**src/common/msrp_map.svh**
```systemverilog
// Operation
// - Strobe pulse while deselected latches all records
// - Strobe at select start clears bit counter
// - 32 clocks per record, up to eight
// - Deselect abandons any transfer at once
// - Record sent low byte first, parity nibble top
// - Group advance command steps record group
// - Bytes msb first unless lsb-first bit set; command bytes are always shifted in msb first
// - Each writable bit has 7-bit address
// - Command byte: data bit then address
// - Config addresses 0 to 111 hit shadows
// - Last command bit clock strobes the write
// - Strobe low turns data driver off
// - Write lock takes effect when select idles
// - All pins high means port idle
// - Read data changes trailing edge, sampled leading edge; write data sampled trailing edge
// - Locked port runs only advance and test strobe
// - Burn enable also writes permanent element
`ifndef MSRP_MAP_SVH
`define MSRP_MAP_SVH
`define MSRP_REC_BITS 32
`define MSRP_NUM_REC 8
`define MSRP_GROUPS 4
`define MSRP_CFG_BITS 112
`define MSRP_CFG_LAST 7'h6F
`define MSRP_ADDR_LOCK 7'h00
`define MSRP_ADDR_LSBF 7'h01
`define MSRP_ADDR_TSG0 7'h70
`define MSRP_ADDR_TSG3 7'h73
`define MSRP_ADDR_RDIS 7'h7D
`define MSRP_ADDR_BURN 7'h7E
`define MSRP_ADDR_ADV 7'h7F
`define MSRP_CLK_MHZ 100
`define MSRP_LATCH_NS 500
`define MSRP_LATCH_CYC ((`MSRP_LATCH_NS * `MSRP_CLK_MHZ + 999) / 1000)
`define MSRP_OFF_CTRL 32'h0000_0000
`define MSRP_OFF_STAT 32'h0000_0004
`define MSRP_OFF_CFG0 32'h0000_0010
`define MSRP_OFF_REC0 32'h0000_0040
`endif

```
**src/common/msrp_pkg.sv**
```systemverilog
package msrp_pkg;
    typedef enum logic [1:0] {MSRP_IDLE, MSRP_READ, MSRP_WRITE} msrp_mode_e;
    typedef logic [31:0] msrp_word_t;
endpackage

```
**src/rtl/msrp_sync.sv**
```systemverilog
`timescale 1ns/1ps
module msrp_sync #(
    parameter int W = 4
) (
    input wire logic aclk,
    input wire logic aresetn,
    input wire logic [W-1:0] din,
    output logic [W-1:0] dout
);
    typedef struct packed {
        logic [W-1:0] s1;
        logic [W-1:0] s2;
    } msrp_sync_s;
    msrp_sync_s st, next_st;
    always_comb begin
        next_st = st;
        next_st.s1 = din;
        next_st.s2 = st.s1;
    end
    // Pins idle high, so reset to ones avoids false edges
    always_ff @(posedge aclk) begin
        if (!aresetn) begin
            st <= '1;
        end else begin
            st <= next_st;
        end
    end
    assign dout = st.s2;
endmodule

```
**src/rtl/msrp_axil.sv**
```systemverilog
`timescale 1ns/1ps
`include "msrp_map.svh"
module msrp_axil (
    input wire logic aclk,
    input wire logic aresetn,
    input wire logic [7:0] s_axi_awaddr,
    input wire logic s_axi_awvalid,
    output logic s_axi_awready,
    input wire logic [31:0] s_axi_wdata,
    input wire logic [3:0] s_axi_wstrb,
    input wire logic s_axi_wvalid,
    output logic s_axi_wready,
    output logic [1:0] s_axi_bresp,
    output logic s_axi_bvalid,
    input wire logic s_axi_bready,
    input wire logic [7:0] s_axi_araddr,
    input wire logic s_axi_arvalid,
    output logic s_axi_arready,
    output logic [31:0] s_axi_rdata,
    output logic [1:0] s_axi_rresp,
    output logic s_axi_rvalid,
    input wire logic s_axi_rready,
    output logic wr_en,
    output logic [7:0] wr_addr,
    output logic [31:0] wr_data,
    output logic [7:0] rd_addr,
    input wire logic [31:0] rd_data,
    input wire logic rd_ok
);
    typedef struct packed {
        logic aw_h;
        logic [7:0] aw;
        logic w_h;
        logic [31:0] w;
        logic bv;
        logic rv;
        logic [31:0] rd;
        logic [1:0] rr;
        logic we;
    } msrp_axil_s;
    msrp_axil_s st, next_st;
    always_comb begin
        next_st = st;
        next_st.we = 1'b0;
        if (s_axi_awvalid && s_axi_awready) begin
            next_st.aw_h = 1'b1;
            next_st.aw = s_axi_awaddr;
        end
        if (s_axi_wvalid && s_axi_wready) begin
            next_st.w_h = 1'b1;
            next_st.w = s_axi_wdata;
        end
        if (st.aw_h && st.w_h && !st.bv) begin
            next_st.we = s_axi_wstrb != 4'h0;
            next_st.bv = 1'b1;
            next_st.aw_h = 1'b0;
            next_st.w_h = 1'b0;
        end
        if (st.bv && s_axi_bready) begin
            next_st.bv = 1'b0;
        end
        if (s_axi_arvalid && s_axi_arready) begin
            next_st.rv = 1'b1;
            next_st.rd = rd_data;
            next_st.rr = rd_ok ? 2'h0 : 2'h2;
        end else if (st.rv && s_axi_rready) begin
            next_st.rv = 1'b0;
        end
    end
    always_ff @(posedge aclk) begin
        if (!aresetn) begin
            st <= '0;
        end else begin
            st <= next_st;
        end
    end
    assign s_axi_awready = !st.aw_h && !st.bv;
    assign s_axi_wready = !st.w_h && !st.bv;
    assign s_axi_bresp = 2'h0;
    assign s_axi_bvalid = st.bv;
    assign s_axi_arready = !st.rv;
    assign s_axi_rdata = st.rd;
    assign s_axi_rresp = st.rr;
    assign s_axi_rvalid = st.rv;
    assign rd_addr = s_axi_araddr;
    assign wr_en = st.we;
    assign wr_addr = st.aw;
    assign wr_data = st.w;
endmodule

```
**src/rtl/msrp_port.sv**
```systemverilog
// Chosen here: the register addresses and the AXI4-Lite interface to the registers.
`timescale 1ns/1ps
`include "msrp_map.svh"
module msrp_port (
    input wire logic aclk,
    input wire logic aresetn,
    input wire logic port_select_low,
    input wire logic latch_direction_strobe,
    input wire logic serial_bit_clock_pin,
    input wire logic serial_data_pin_i,
    output logic serial_data_pin_o,
    output logic serial_data_pin_oe,
    input wire logic [7:0] s_axi_awaddr,
    input wire logic s_axi_awvalid,
    output logic s_axi_awready,
    input wire logic [31:0] s_axi_wdata,
    input wire logic [3:0] s_axi_wstrb,
    input wire logic s_axi_wvalid,
    output logic s_axi_wready,
    output logic [1:0] s_axi_bresp,
    output logic s_axi_bvalid,
    input wire logic s_axi_bready,
    input wire logic [7:0] s_axi_araddr,
    input wire logic s_axi_arvalid,
    output logic s_axi_arready,
    output logic [31:0] s_axi_rdata,
    output logic [1:0] s_axi_rresp,
    output logic s_axi_rvalid,
    input wire logic s_axi_rready,
    output logic [`MSRP_CFG_BITS-1:0] config_bits,
    output logic [`MSRP_CFG_BITS-1:0] burn_pulse,
    output logic [3:0] test_strobe_command,
    output logic config_write_lock
);
    import msrp_pkg::*;
    localparam int NR = `MSRP_NUM_REC;
    localparam int NG = `MSRP_GROUPS;
    localparam int LCYC = `MSRP_LATCH_CYC;
    logic [3:0] pins;
    logic sel_n, strb, sck, sdi;
    logic wr_en;
    logic [7:0] wr_addr, rd_addr;
    logic [31:0] wr_data, rd_data;
    logic rd_ok;
    // Records per group, loaded by software as the measured results
    msrp_word_t result_mem [NG*NR];
    msrp_word_t tx_latch [NR];
    typedef struct packed {
        msrp_mode_e mode;
        logic sck_d;
        logic strb_d;
        logic [7:0] bitcnt;
        logic [7:0] cmd;
        logic [$clog2(NG)-1:0] group;
        logic [7:0] lcnt;
        logic latch_go;
        logic lock_pend;
        logic lock;
        logic lsbf;
        logic rdis;
        logic burn;
        logic [`MSRP_CFG_BITS-1:0] shadow;
        logic [`MSRP_CFG_BITS-1:0] fuse;
        logic [`MSRP_CFG_BITS-1:0] bpulse;
        logic [3:0] tsg;
        logic dout;
        logic [15:0] nlatch;
    } msrp_port_s;
    msrp_port_s st, next_st;
    msrp_sync #(.W(4)) u_sync (
        .aclk(aclk),
        .aresetn(aresetn),
        .din({port_select_low, latch_direction_strobe, serial_bit_clock_pin, serial_data_pin_i}),
        .dout(pins)
    );
    assign {sel_n, strb, sck, sdi} = pins;
    msrp_axil u_axil (
        .aclk(aclk),
        .aresetn(aresetn),
        .s_axi_awaddr(s_axi_awaddr),
        .s_axi_awvalid(s_axi_awvalid),
        .s_axi_awready(s_axi_awready),
        .s_axi_wdata(s_axi_wdata),
        .s_axi_wstrb(s_axi_wstrb),
        .s_axi_wvalid(s_axi_wvalid),
        .s_axi_wready(s_axi_wready),
        .s_axi_bresp(s_axi_bresp),
        .s_axi_bvalid(s_axi_bvalid),
        .s_axi_bready(s_axi_bready),
        .s_axi_araddr(s_axi_araddr),
        .s_axi_arvalid(s_axi_arvalid),
        .s_axi_arready(s_axi_arready),
        .s_axi_rdata(s_axi_rdata),
        .s_axi_rresp(s_axi_rresp),
        .s_axi_rvalid(s_axi_rvalid),
        .s_axi_rready(s_axi_rready),
        .wr_en(wr_en),
        .wr_addr(wr_addr),
        .wr_data(wr_data),
        .rd_addr(rd_addr),
        .rd_data(rd_data),
        .rd_ok(rd_ok)
    );
    logic sck_rise, sck_fall;
    logic [2:0] rec_i, bit_i;
    logic [1:0] byte_i;
    logic [4:0] rbit;
    msrp_word_t cur_rec;
    assign sck_rise = sck && !st.sck_d;
    assign sck_fall = !sck && st.sck_d;
    assign rec_i = st.bitcnt[7:5];
    assign byte_i = st.bitcnt[4:3];
    assign bit_i = st.bitcnt[2:0];
    // Low byte first; within the byte the order follows the lsb-first bit
    assign rbit = {byte_i, st.lsbf ? bit_i : 3'(3'h7 - bit_i)};
    assign cur_rec = tx_latch[rec_i];
    always_comb begin
        next_st = st;
        next_st.sck_d = sck;
        next_st.strb_d = strb;
        next_st.latch_go = 1'b0;
        next_st.bpulse = '0;
        next_st.tsg = 4'h0;
        case (st.mode)
            MSRP_IDLE: begin
                // Deselected: time the strobe pulse that latches results
                if (strb && sel_n) begin
                    next_st.lcnt = (st.lcnt < 8'(LCYC)) ? 8'(st.lcnt + 8'h1) : st.lcnt;
                end else if (!strb) begin
                    next_st.lcnt = 8'h0;
                end
                if (!strb && st.strb_d && st.lcnt >= 8'(LCYC)) begin
                    next_st.latch_go = 1'b1;
                end
                if (!sel_n) begin
                    next_st.bitcnt = 8'h0;
                    next_st.mode = strb ? MSRP_READ : MSRP_WRITE;
                end
            end
            MSRP_READ: begin
                if (!strb) begin
                    next_st.bitcnt = 8'h0;
                end else if (sck_rise && st.bitcnt != 8'hFF) begin
                    // Bit zero stands from select; each release of the clock moves on
                    next_st.bitcnt = 8'(st.bitcnt + 8'h1);
                end
                if (strb) begin
                    next_st.dout = cur_rec[rbit];
                end
            end
            MSRP_WRITE: begin
                if (sck_rise) begin
                    next_st.cmd = {st.cmd[6:0], sdi};
                    next_st.bitcnt = 8'(st.bitcnt + 8'h1);
                    if (st.bitcnt[2:0] == 3'h7) begin
                        // Final bit's clock is the execute strobe
                        next_st = exec_cmd(next_st, {st.cmd[6:0], sdi});
                    end
                end
                if (strb) begin
                    next_st.mode = MSRP_READ;
                    next_st.bitcnt = 8'h0;
                end
            end
            default: next_st.mode = MSRP_IDLE;
        endcase
        if (sel_n) begin
            next_st.mode = MSRP_IDLE;
            if (st.lock_pend) begin
                next_st.lock = 1'b1;
            end
        end
        if (sel_n && strb && sck && sdi) begin
            next_st.bitcnt = 8'h0;
        end
        if (st.latch_go) begin
            next_st.nlatch = 16'(st.nlatch + 16'h1);
            next_st.group = '0;
        end
        if (wr_en && wr_addr == 8'(`MSRP_OFF_CTRL) && !st.lock) begin
            next_st.lsbf = wr_data[0];
            next_st.shadow[1] = wr_data[0];
        end
    end
    function automatic msrp_port_s exec_cmd(input msrp_port_s s, input logic [7:0] c);
        msrp_port_s r;
        logic [6:0] a;
        r = s;
        a = c[6:0];
        if (a == `MSRP_ADDR_ADV) begin
            r.group = r.group + 1'b1;
        end else if (a >= `MSRP_ADDR_TSG0 && a <= `MSRP_ADDR_TSG3) begin
            r.tsg[a[1:0]] = 1'b1;
        end else if (!s.lock && !s.lock_pend) begin
            if (a <= `MSRP_CFG_LAST) begin
                r.shadow[a] = c[7];
                if (s.burn && c[7]) begin
                    r.fuse[a] = 1'b1;
                    r.bpulse[a] = 1'b1;
                end
                if (a == `MSRP_ADDR_LSBF) begin
                    r.lsbf = c[7];
                end
                if (a == `MSRP_ADDR_LOCK && c[7]) begin
                    r.lock_pend = 1'b1;
                end
            end else if (a == `MSRP_ADDR_RDIS) begin
                r.rdis = c[7];
            end else if (a == `MSRP_ADDR_BURN) begin
                r.burn = c[7];
            end
        end
        return r;
    endfunction
    always_ff @(posedge aclk) begin
        if (!aresetn) begin
            st <= '0;
            st.mode <= MSRP_IDLE;
            st.sck_d <= 1'b1;
            st.strb_d <= 1'b1;
        end else begin
            st <= next_st;
        end
    end
    always_ff @(posedge aclk) begin
        if (st.latch_go) begin
            for (int i = 0; i < NR; i++) begin
                tx_latch[i] <= result_mem[int'(st.group) * NR + i];
            end
        end
        if (wr_en && wr_addr >= 8'(`MSRP_OFF_REC0)) begin
            result_mem[wr_addr[6:2] - 5'h10] <= wr_data;
        end
    end
    logic [`MSRP_CFG_BITS-1:0] cfg_eff;
    logic [127:0] cfg_pad;
    assign cfg_eff = st.rdis ? st.shadow : (st.shadow | st.fuse);
    // Last config word is only partly filled; the rest reads as zero
    assign cfg_pad = {16'h0, cfg_eff};
    always_comb begin
        rd_ok = 1'b1;
        rd_data = 32'h0;
        if (rd_addr == 8'(`MSRP_OFF_CTRL)) begin
            rd_data = {31'h0, st.lsbf};
        end else if (rd_addr == 8'(`MSRP_OFF_STAT)) begin
            rd_data = {st.nlatch, 5'h0, st.bitcnt[7:5], st.lock, st.burn, st.rdis,
                2'(st.mode), 1'b0, st.group[1:0]};
        end else if (rd_addr >= 8'(`MSRP_OFF_CFG0) && rd_addr < 8'h20) begin
            rd_data = cfg_pad[32 * rd_addr[3:2] +: 32];
        end else if (rd_addr >= 8'(`MSRP_OFF_REC0) && rd_addr < 8'h80) begin
            rd_data = tx_latch[rd_addr[4:2]];
        end else begin
            rd_ok = 1'b0;
        end
    end
    assign serial_data_pin_o = st.dout;
    // Driver only while selected in read mode
    assign serial_data_pin_oe = (st.mode == MSRP_READ) && strb && !sel_n;
    assign config_bits = cfg_eff;
    assign burn_pulse = st.bpulse;
    assign test_strobe_command = st.tsg;
    assign config_write_lock = st.lock;
endmodule

```
**config.mk**
```make
export PLATFORM = sky130hd
export DESIGN_NAME = msrp_port
export DESIGN_NICKNAME = d
export VERILOG_FILES = /design/src/common/msrp_pkg.sv /design/src/rtl/msrp_sync.sv /design/src/rtl/msrp_axil.sv /design/src/rtl/msrp_port.sv
export VERILOG_INCLUDE_DIRS = /design/src /design/src/common
export SDC_FILE = /design/constraint.sdc
export NUM_CORES = 2
export LEC_CHECK = 0
export ABC_AREA = 1
export BUFFER_PORTS_ARGS = -buffer_cell sky130_fd_sc_hd__buf_4
export CORE_UTILIZATION = 57
export DETAILED_ROUTE_END_ITERATION = 6
export PLACE_DENSITY = 0.75
export SLEW_MARGIN = 20
export SYNTH_ARGS = -nofsm -noshare
export SYNTH_HDL_FRONTEND = slang
export SYNTH_SLANG_ARGS = --single-unit
```
**constraint.sdc**
```tcl
create_clock -name aclk -period 23.8 [get_ports aclk]
set_input_delay 2.38 -clock aclk [delete_from_list [all_inputs] [get_ports aclk]]
set_output_delay 2.38 -clock aclk [all_outputs]
set_load 0.1 [all_outputs]
```
==> results.md <==
• result of the run: completed
• Pint: 4.91 mW
• H-tree depth: 4
• setup skew after layout: 0.0394 ns
• vias in the first global route: 46900
• synth unique cells: 45
• width of the chip: 352 um
• worst slack, placed: 18.23 ns
• first-pass GRT wire length: 309000 um
• CTS tree: done
• Arr. time, crit path: 3.01 ns
• post-synthesis instance total: 6372
• Num CTS Buffers: 174
• combinational cell fraction of total power: 2.5%
• count of endpoints failing setup in the final report: 0
• Tightest Pin Transition: 1.16 ns
• worst hold slack across all endpoints: 0.413 ns
• number of clock sinks: 1763
• upper clock frequency limit: 185 MHz
• number of post-CTS setup repair buffers: 0
• Critical Path Sink Type: output pin
• per-instance average area after synthesis: 11.0 um2
• layout net count: 6505
• number of antenna violations at the first check in global routing: 4
• setup_tns: 0 ns
• Worst-Skew Late Latency: 0.84 ns
• library cell appearing most often on the critical path: sky130_fd_sc_hd__buf_4
• highest-count cells in the layout ignoring fill and taps: sky130_fd_sc_hd__edfxtp_1, sky130_fd_sc_hd__nor2_1, sky130_fd_sc_hd__nand2_1
• share of synthesized area spent on multiplexers: 0%
• most common cell after layout, fill and taps aside: sky130_fd_sc_hd__edfxtp_1
• clock period minus final worst setup slack: 5.39 ns
• Fin. Hold Viols: 0
• unrepaired setup endpoints after global routing: no
• buffer cell driving the clock tree root: sky130_fd_sc_hd__clkbuf_16
• I/O pin total: 335
• number of port buffers: 331
• remaining antenna violation count: 0
• maximum fanout count along the critical path: 46
• synthesized area: 0.0698 mm2
• switching share of total power: 21.7%
• number of synthesized register bits: 1763
• Crit path depth: 4
• maximum number of pins on one net before global-route repair: 187
• kind of launch point of the worst setup path: flip-flop
• total power density per cell area: 80.0 mW/mm2
• number of cells on the worst hold path: 1
• Crit path largest cell delay: 0.72 ns
• fraction of registers with async set or reset after synthesis: 0%
• Pre-Repair DR Iteration Count: 7
• simple-gate portion of the synthesized area: 12.7%
• critical path cell sequence: buf_4 -> buf_4 -> o21bai_1 -> buf_4
• count of hold-fix buffers inserted at cts: 0
• Warnings, synthesis: 0
• dominant combinational cell family by area after synthesis: simple AND/OR/NAND/NOR gates
• sequential cell area fraction in the yosys report: 68.9%
• Tightest Hold Check Type: reg2reg
• data required time of the critical path: 21.42 ns
• Worst-path clk slew: 0.06 ns
• Die Area: 0.124 mm2
• post-cts gate resize count: 0
• placer congestion estimate: 1.00
• maximum clock path buffer count: 3
• leftover overflow at the end of global routing: 0
• share of layout cells above drive strength 1: 11.8%
• count of pins over their slew limit: 0
• number of synthesized flops with an enable pin: 1280
• effective utilization at floorplan: 57.9%
• worst-case vdd ir drop: 0.0875 mV
• Adder-Cell Fraction of Synth Area: 0.161%
• number of placement rows: 127
• power dissipated by switching net loads: 1.36 mW
• path type of the worst setup path: reg2out
• Floorplan Core Area: 0.121 mm2
• routed wirelength normalized by instance count: 26.5 um
• flip-flop cell with the highest count after synthesis: sky130_fd_sc_hd__edfxtp_1
• area growth from synthesis to final layout: 12.4%
• share of the clock period used by the worst path after layout: 22.7%
• DR vias: 51100
• total detailed-routing wirelength: 217000 um
• initial drt markers: 7523
• part of the power in registers: 53.7%
• final HPWL from detailed placement: 136000 um
• Chip Height: 352 um
• highest-delay cell along the critical path: sky130_fd_sc_hd__o21bai_1
• DR vias/cell: 6.23
• GRT Resource Usage Total: 34.5%
• max-cap check violation count: 0
• CP top delay family: buffers and inverters
• Synth Area in Compound Gates: 12.3%
• cell depth of the worst flop-to-flop path: 3
• worst path buffer plus inverter count: 3
• synthesized-area fraction occupied by xor and xnor cells: 0.0843%
• count of unresolved DRC violations after routing: 0
• post-route setup slack: 18.41 ns
• share of power burned in the clock network: 43.8%
• max_slew headroom: 22.7%
• leakage power summed over all cells: 27.3 nW
• Register-to-Register Setup Slack: 19.94 ns
flip-flops by register name, indices dropped and copies added, names as in the netlist, 3 cells and up, named ones only:
| register | flops |
|---|---|
| st | 266 |
| test_strobe_command | 4 |
| u_axil.s_axi_rdata | 32 |
| u_axil.wr_addr | 8 |
| u_sync.dout | 4 |
| u_axil.wr_data | 32 |
| bit_i | 3 |
| burn_pulse | 112 |
| rec_i | 3 |
| u_sync.next_st | 4 |
| result_mem | 1024 |
| tx_latch | 256 |
cell usage after synthesis, types with 2 or more instances:
cell	number	share of area, %
sky130_fd_sc_hd__edfxtp_1	1280	55
sky130_fd_sc_hd__nor2_1	1181	6.4
sky130_fd_sc_hd__nand2_1	653	3.5
sky130_fd_sc_hd__o21ai_0	631	4.5
sky130_fd_sc_hd__dfxtp_1	483	14
sky130_fd_sc_hd__inv_1	341	1.8
sky130_fd_sc_hd__nand3_1	287	2.1
sky130_fd_sc_hd__o22ai_1	286	2.6
sky130_fd_sc_hd__clkbuf_1	282	1.5
sky130_fd_sc_hd__a21oi_1	274	2.0
sky130_fd_sc_hd__buf_4	155	1.7
sky130_fd_sc_hd__a211oi_1	110	1.2
sky130_fd_sc_hd__o21bai_1	69	0.74
sky130_fd_sc_hd__buf_2	67	0.48
sky130_fd_sc_hd__nand4_1	45	0.40
sky130_fd_sc_hd__a22oi_1	39	0.42
sky130_fd_sc_hd__buf_1	34	0.18
sky130_fd_sc_hd__nor3_1	23	0.16
sky130_fd_sc_hd__o211ai_1	19	0.20
sky130_fd_sc_hd__a31oi_1	14	0.13
sky130_fd_sc_hd__or2_2	12	0.11
sky130_fd_sc_hd__o2111ai_1	10	0.13
sky130_fd_sc_hd__a41oi_1	9	0.11
sky130_fd_sc_hd__ha_1	9	0.16
sky130_fd_sc_hd__a221oi_1	6	0.075
sky130_fd_sc_hd__clkinv_1	6	0.032
sky130_fd_sc_hd__inv_2	6	0.032
sky130_fd_sc_hd__o311ai_1	6	0.075
sky130_fd_sc_hd__o221ai_1	5	0.063
sky130_fd_sc_hd__nor4_1	4	0.036
sky130_fd_sc_hd__o21a_1	4	0.043
sky130_fd_sc_hd__nor2_2	3	0.027
sky130_fd_sc_hd__xor2_1	3	0.038
sky130_fd_sc_hd__nor2_4	2	0.032
sky130_fd_sc_hd__nor3b_1	2	0.022
sky130_fd_sc_hd__o31ai_1	2	0.022
sky130_fd_sc_hd__xor2_2	2	0.047
cells by family after synthesis:
family                     after synthesis
AOI/OAI and AO/OA                     1487
xor gates and xnor gates                 5
adders and majority gates                9
buffers and inverters                  893
DFF                                   1763
other                                    1
and+or+nand+nor                       2214
metal layers:
metal	global-route usage [%]	up-vias	part of all wire [%]	wire length [um]
met2	53.1	3607	45	98300
met4	24.2	4	7.8	16900
li1	-	22400	-	-
met3	7.06	706	11	24700
met1	43.9	24400	36	77200
met5	0	-	0.013	28
through the flow:
step / instances / instance area (um2) / power [mW] / utilization [%]
floorplan: 6374 / 69800 / 3.50 / -
global placement: 7868 / 72600 / 3.58 / 60.2
detailed placement: 7868 / 72600 / 3.58 / 60.2
CTS: 8193 / 78400 / 6.28 / 65.0
global route: 8194 / 78400 / 6.41 / 65.0
finish: 8195 / 78400 / 6.27 / 65.0
power by group through the flow:
stage / Combinational, mW / Clock (mW) / Sequential [mW]
2_1_floorplan: 0.0895 / 0 / 3.41
3_3_place_gp: 0.151 / 0 / 3.43
3_5_place_dp: 0.153 / 0 / 3.43
4_1_cts: 0.154 / 2.76 / 3.36
5_1_grt: 0.167 / 2.88 / 3.37
6_report: 0.160 / 2.74 / 3.36
cell type report:
| class | count | area, um2 |
|---|---|---|
| clock inverters | 84 | 870 |
| inverters | 354 | 1360 |
| well taps | 1612 | 2020 |
| flip-flops and latches | 1763 | 48100 |
| repair buffers | 422 | 3200 |
| clock buffers | 241 | 4880 |
| multi-input cells | 3718 | 17900 |
| diodes | 1 | 2.50 |
| fillers | 8859 | 42200 |
worst paths after layout:
path | to | startpoint
setup / recovery | config_bits[66] | st[358]
hold / removal | u_sync.dout[0] | u_sync.next_st[0]
setup reg to reg | tx_latch[1][23] | st[362]
hold reg to reg | u_sync.dout[0] | u_sync.next_st[0]
(Power assumes the default switching activity.)
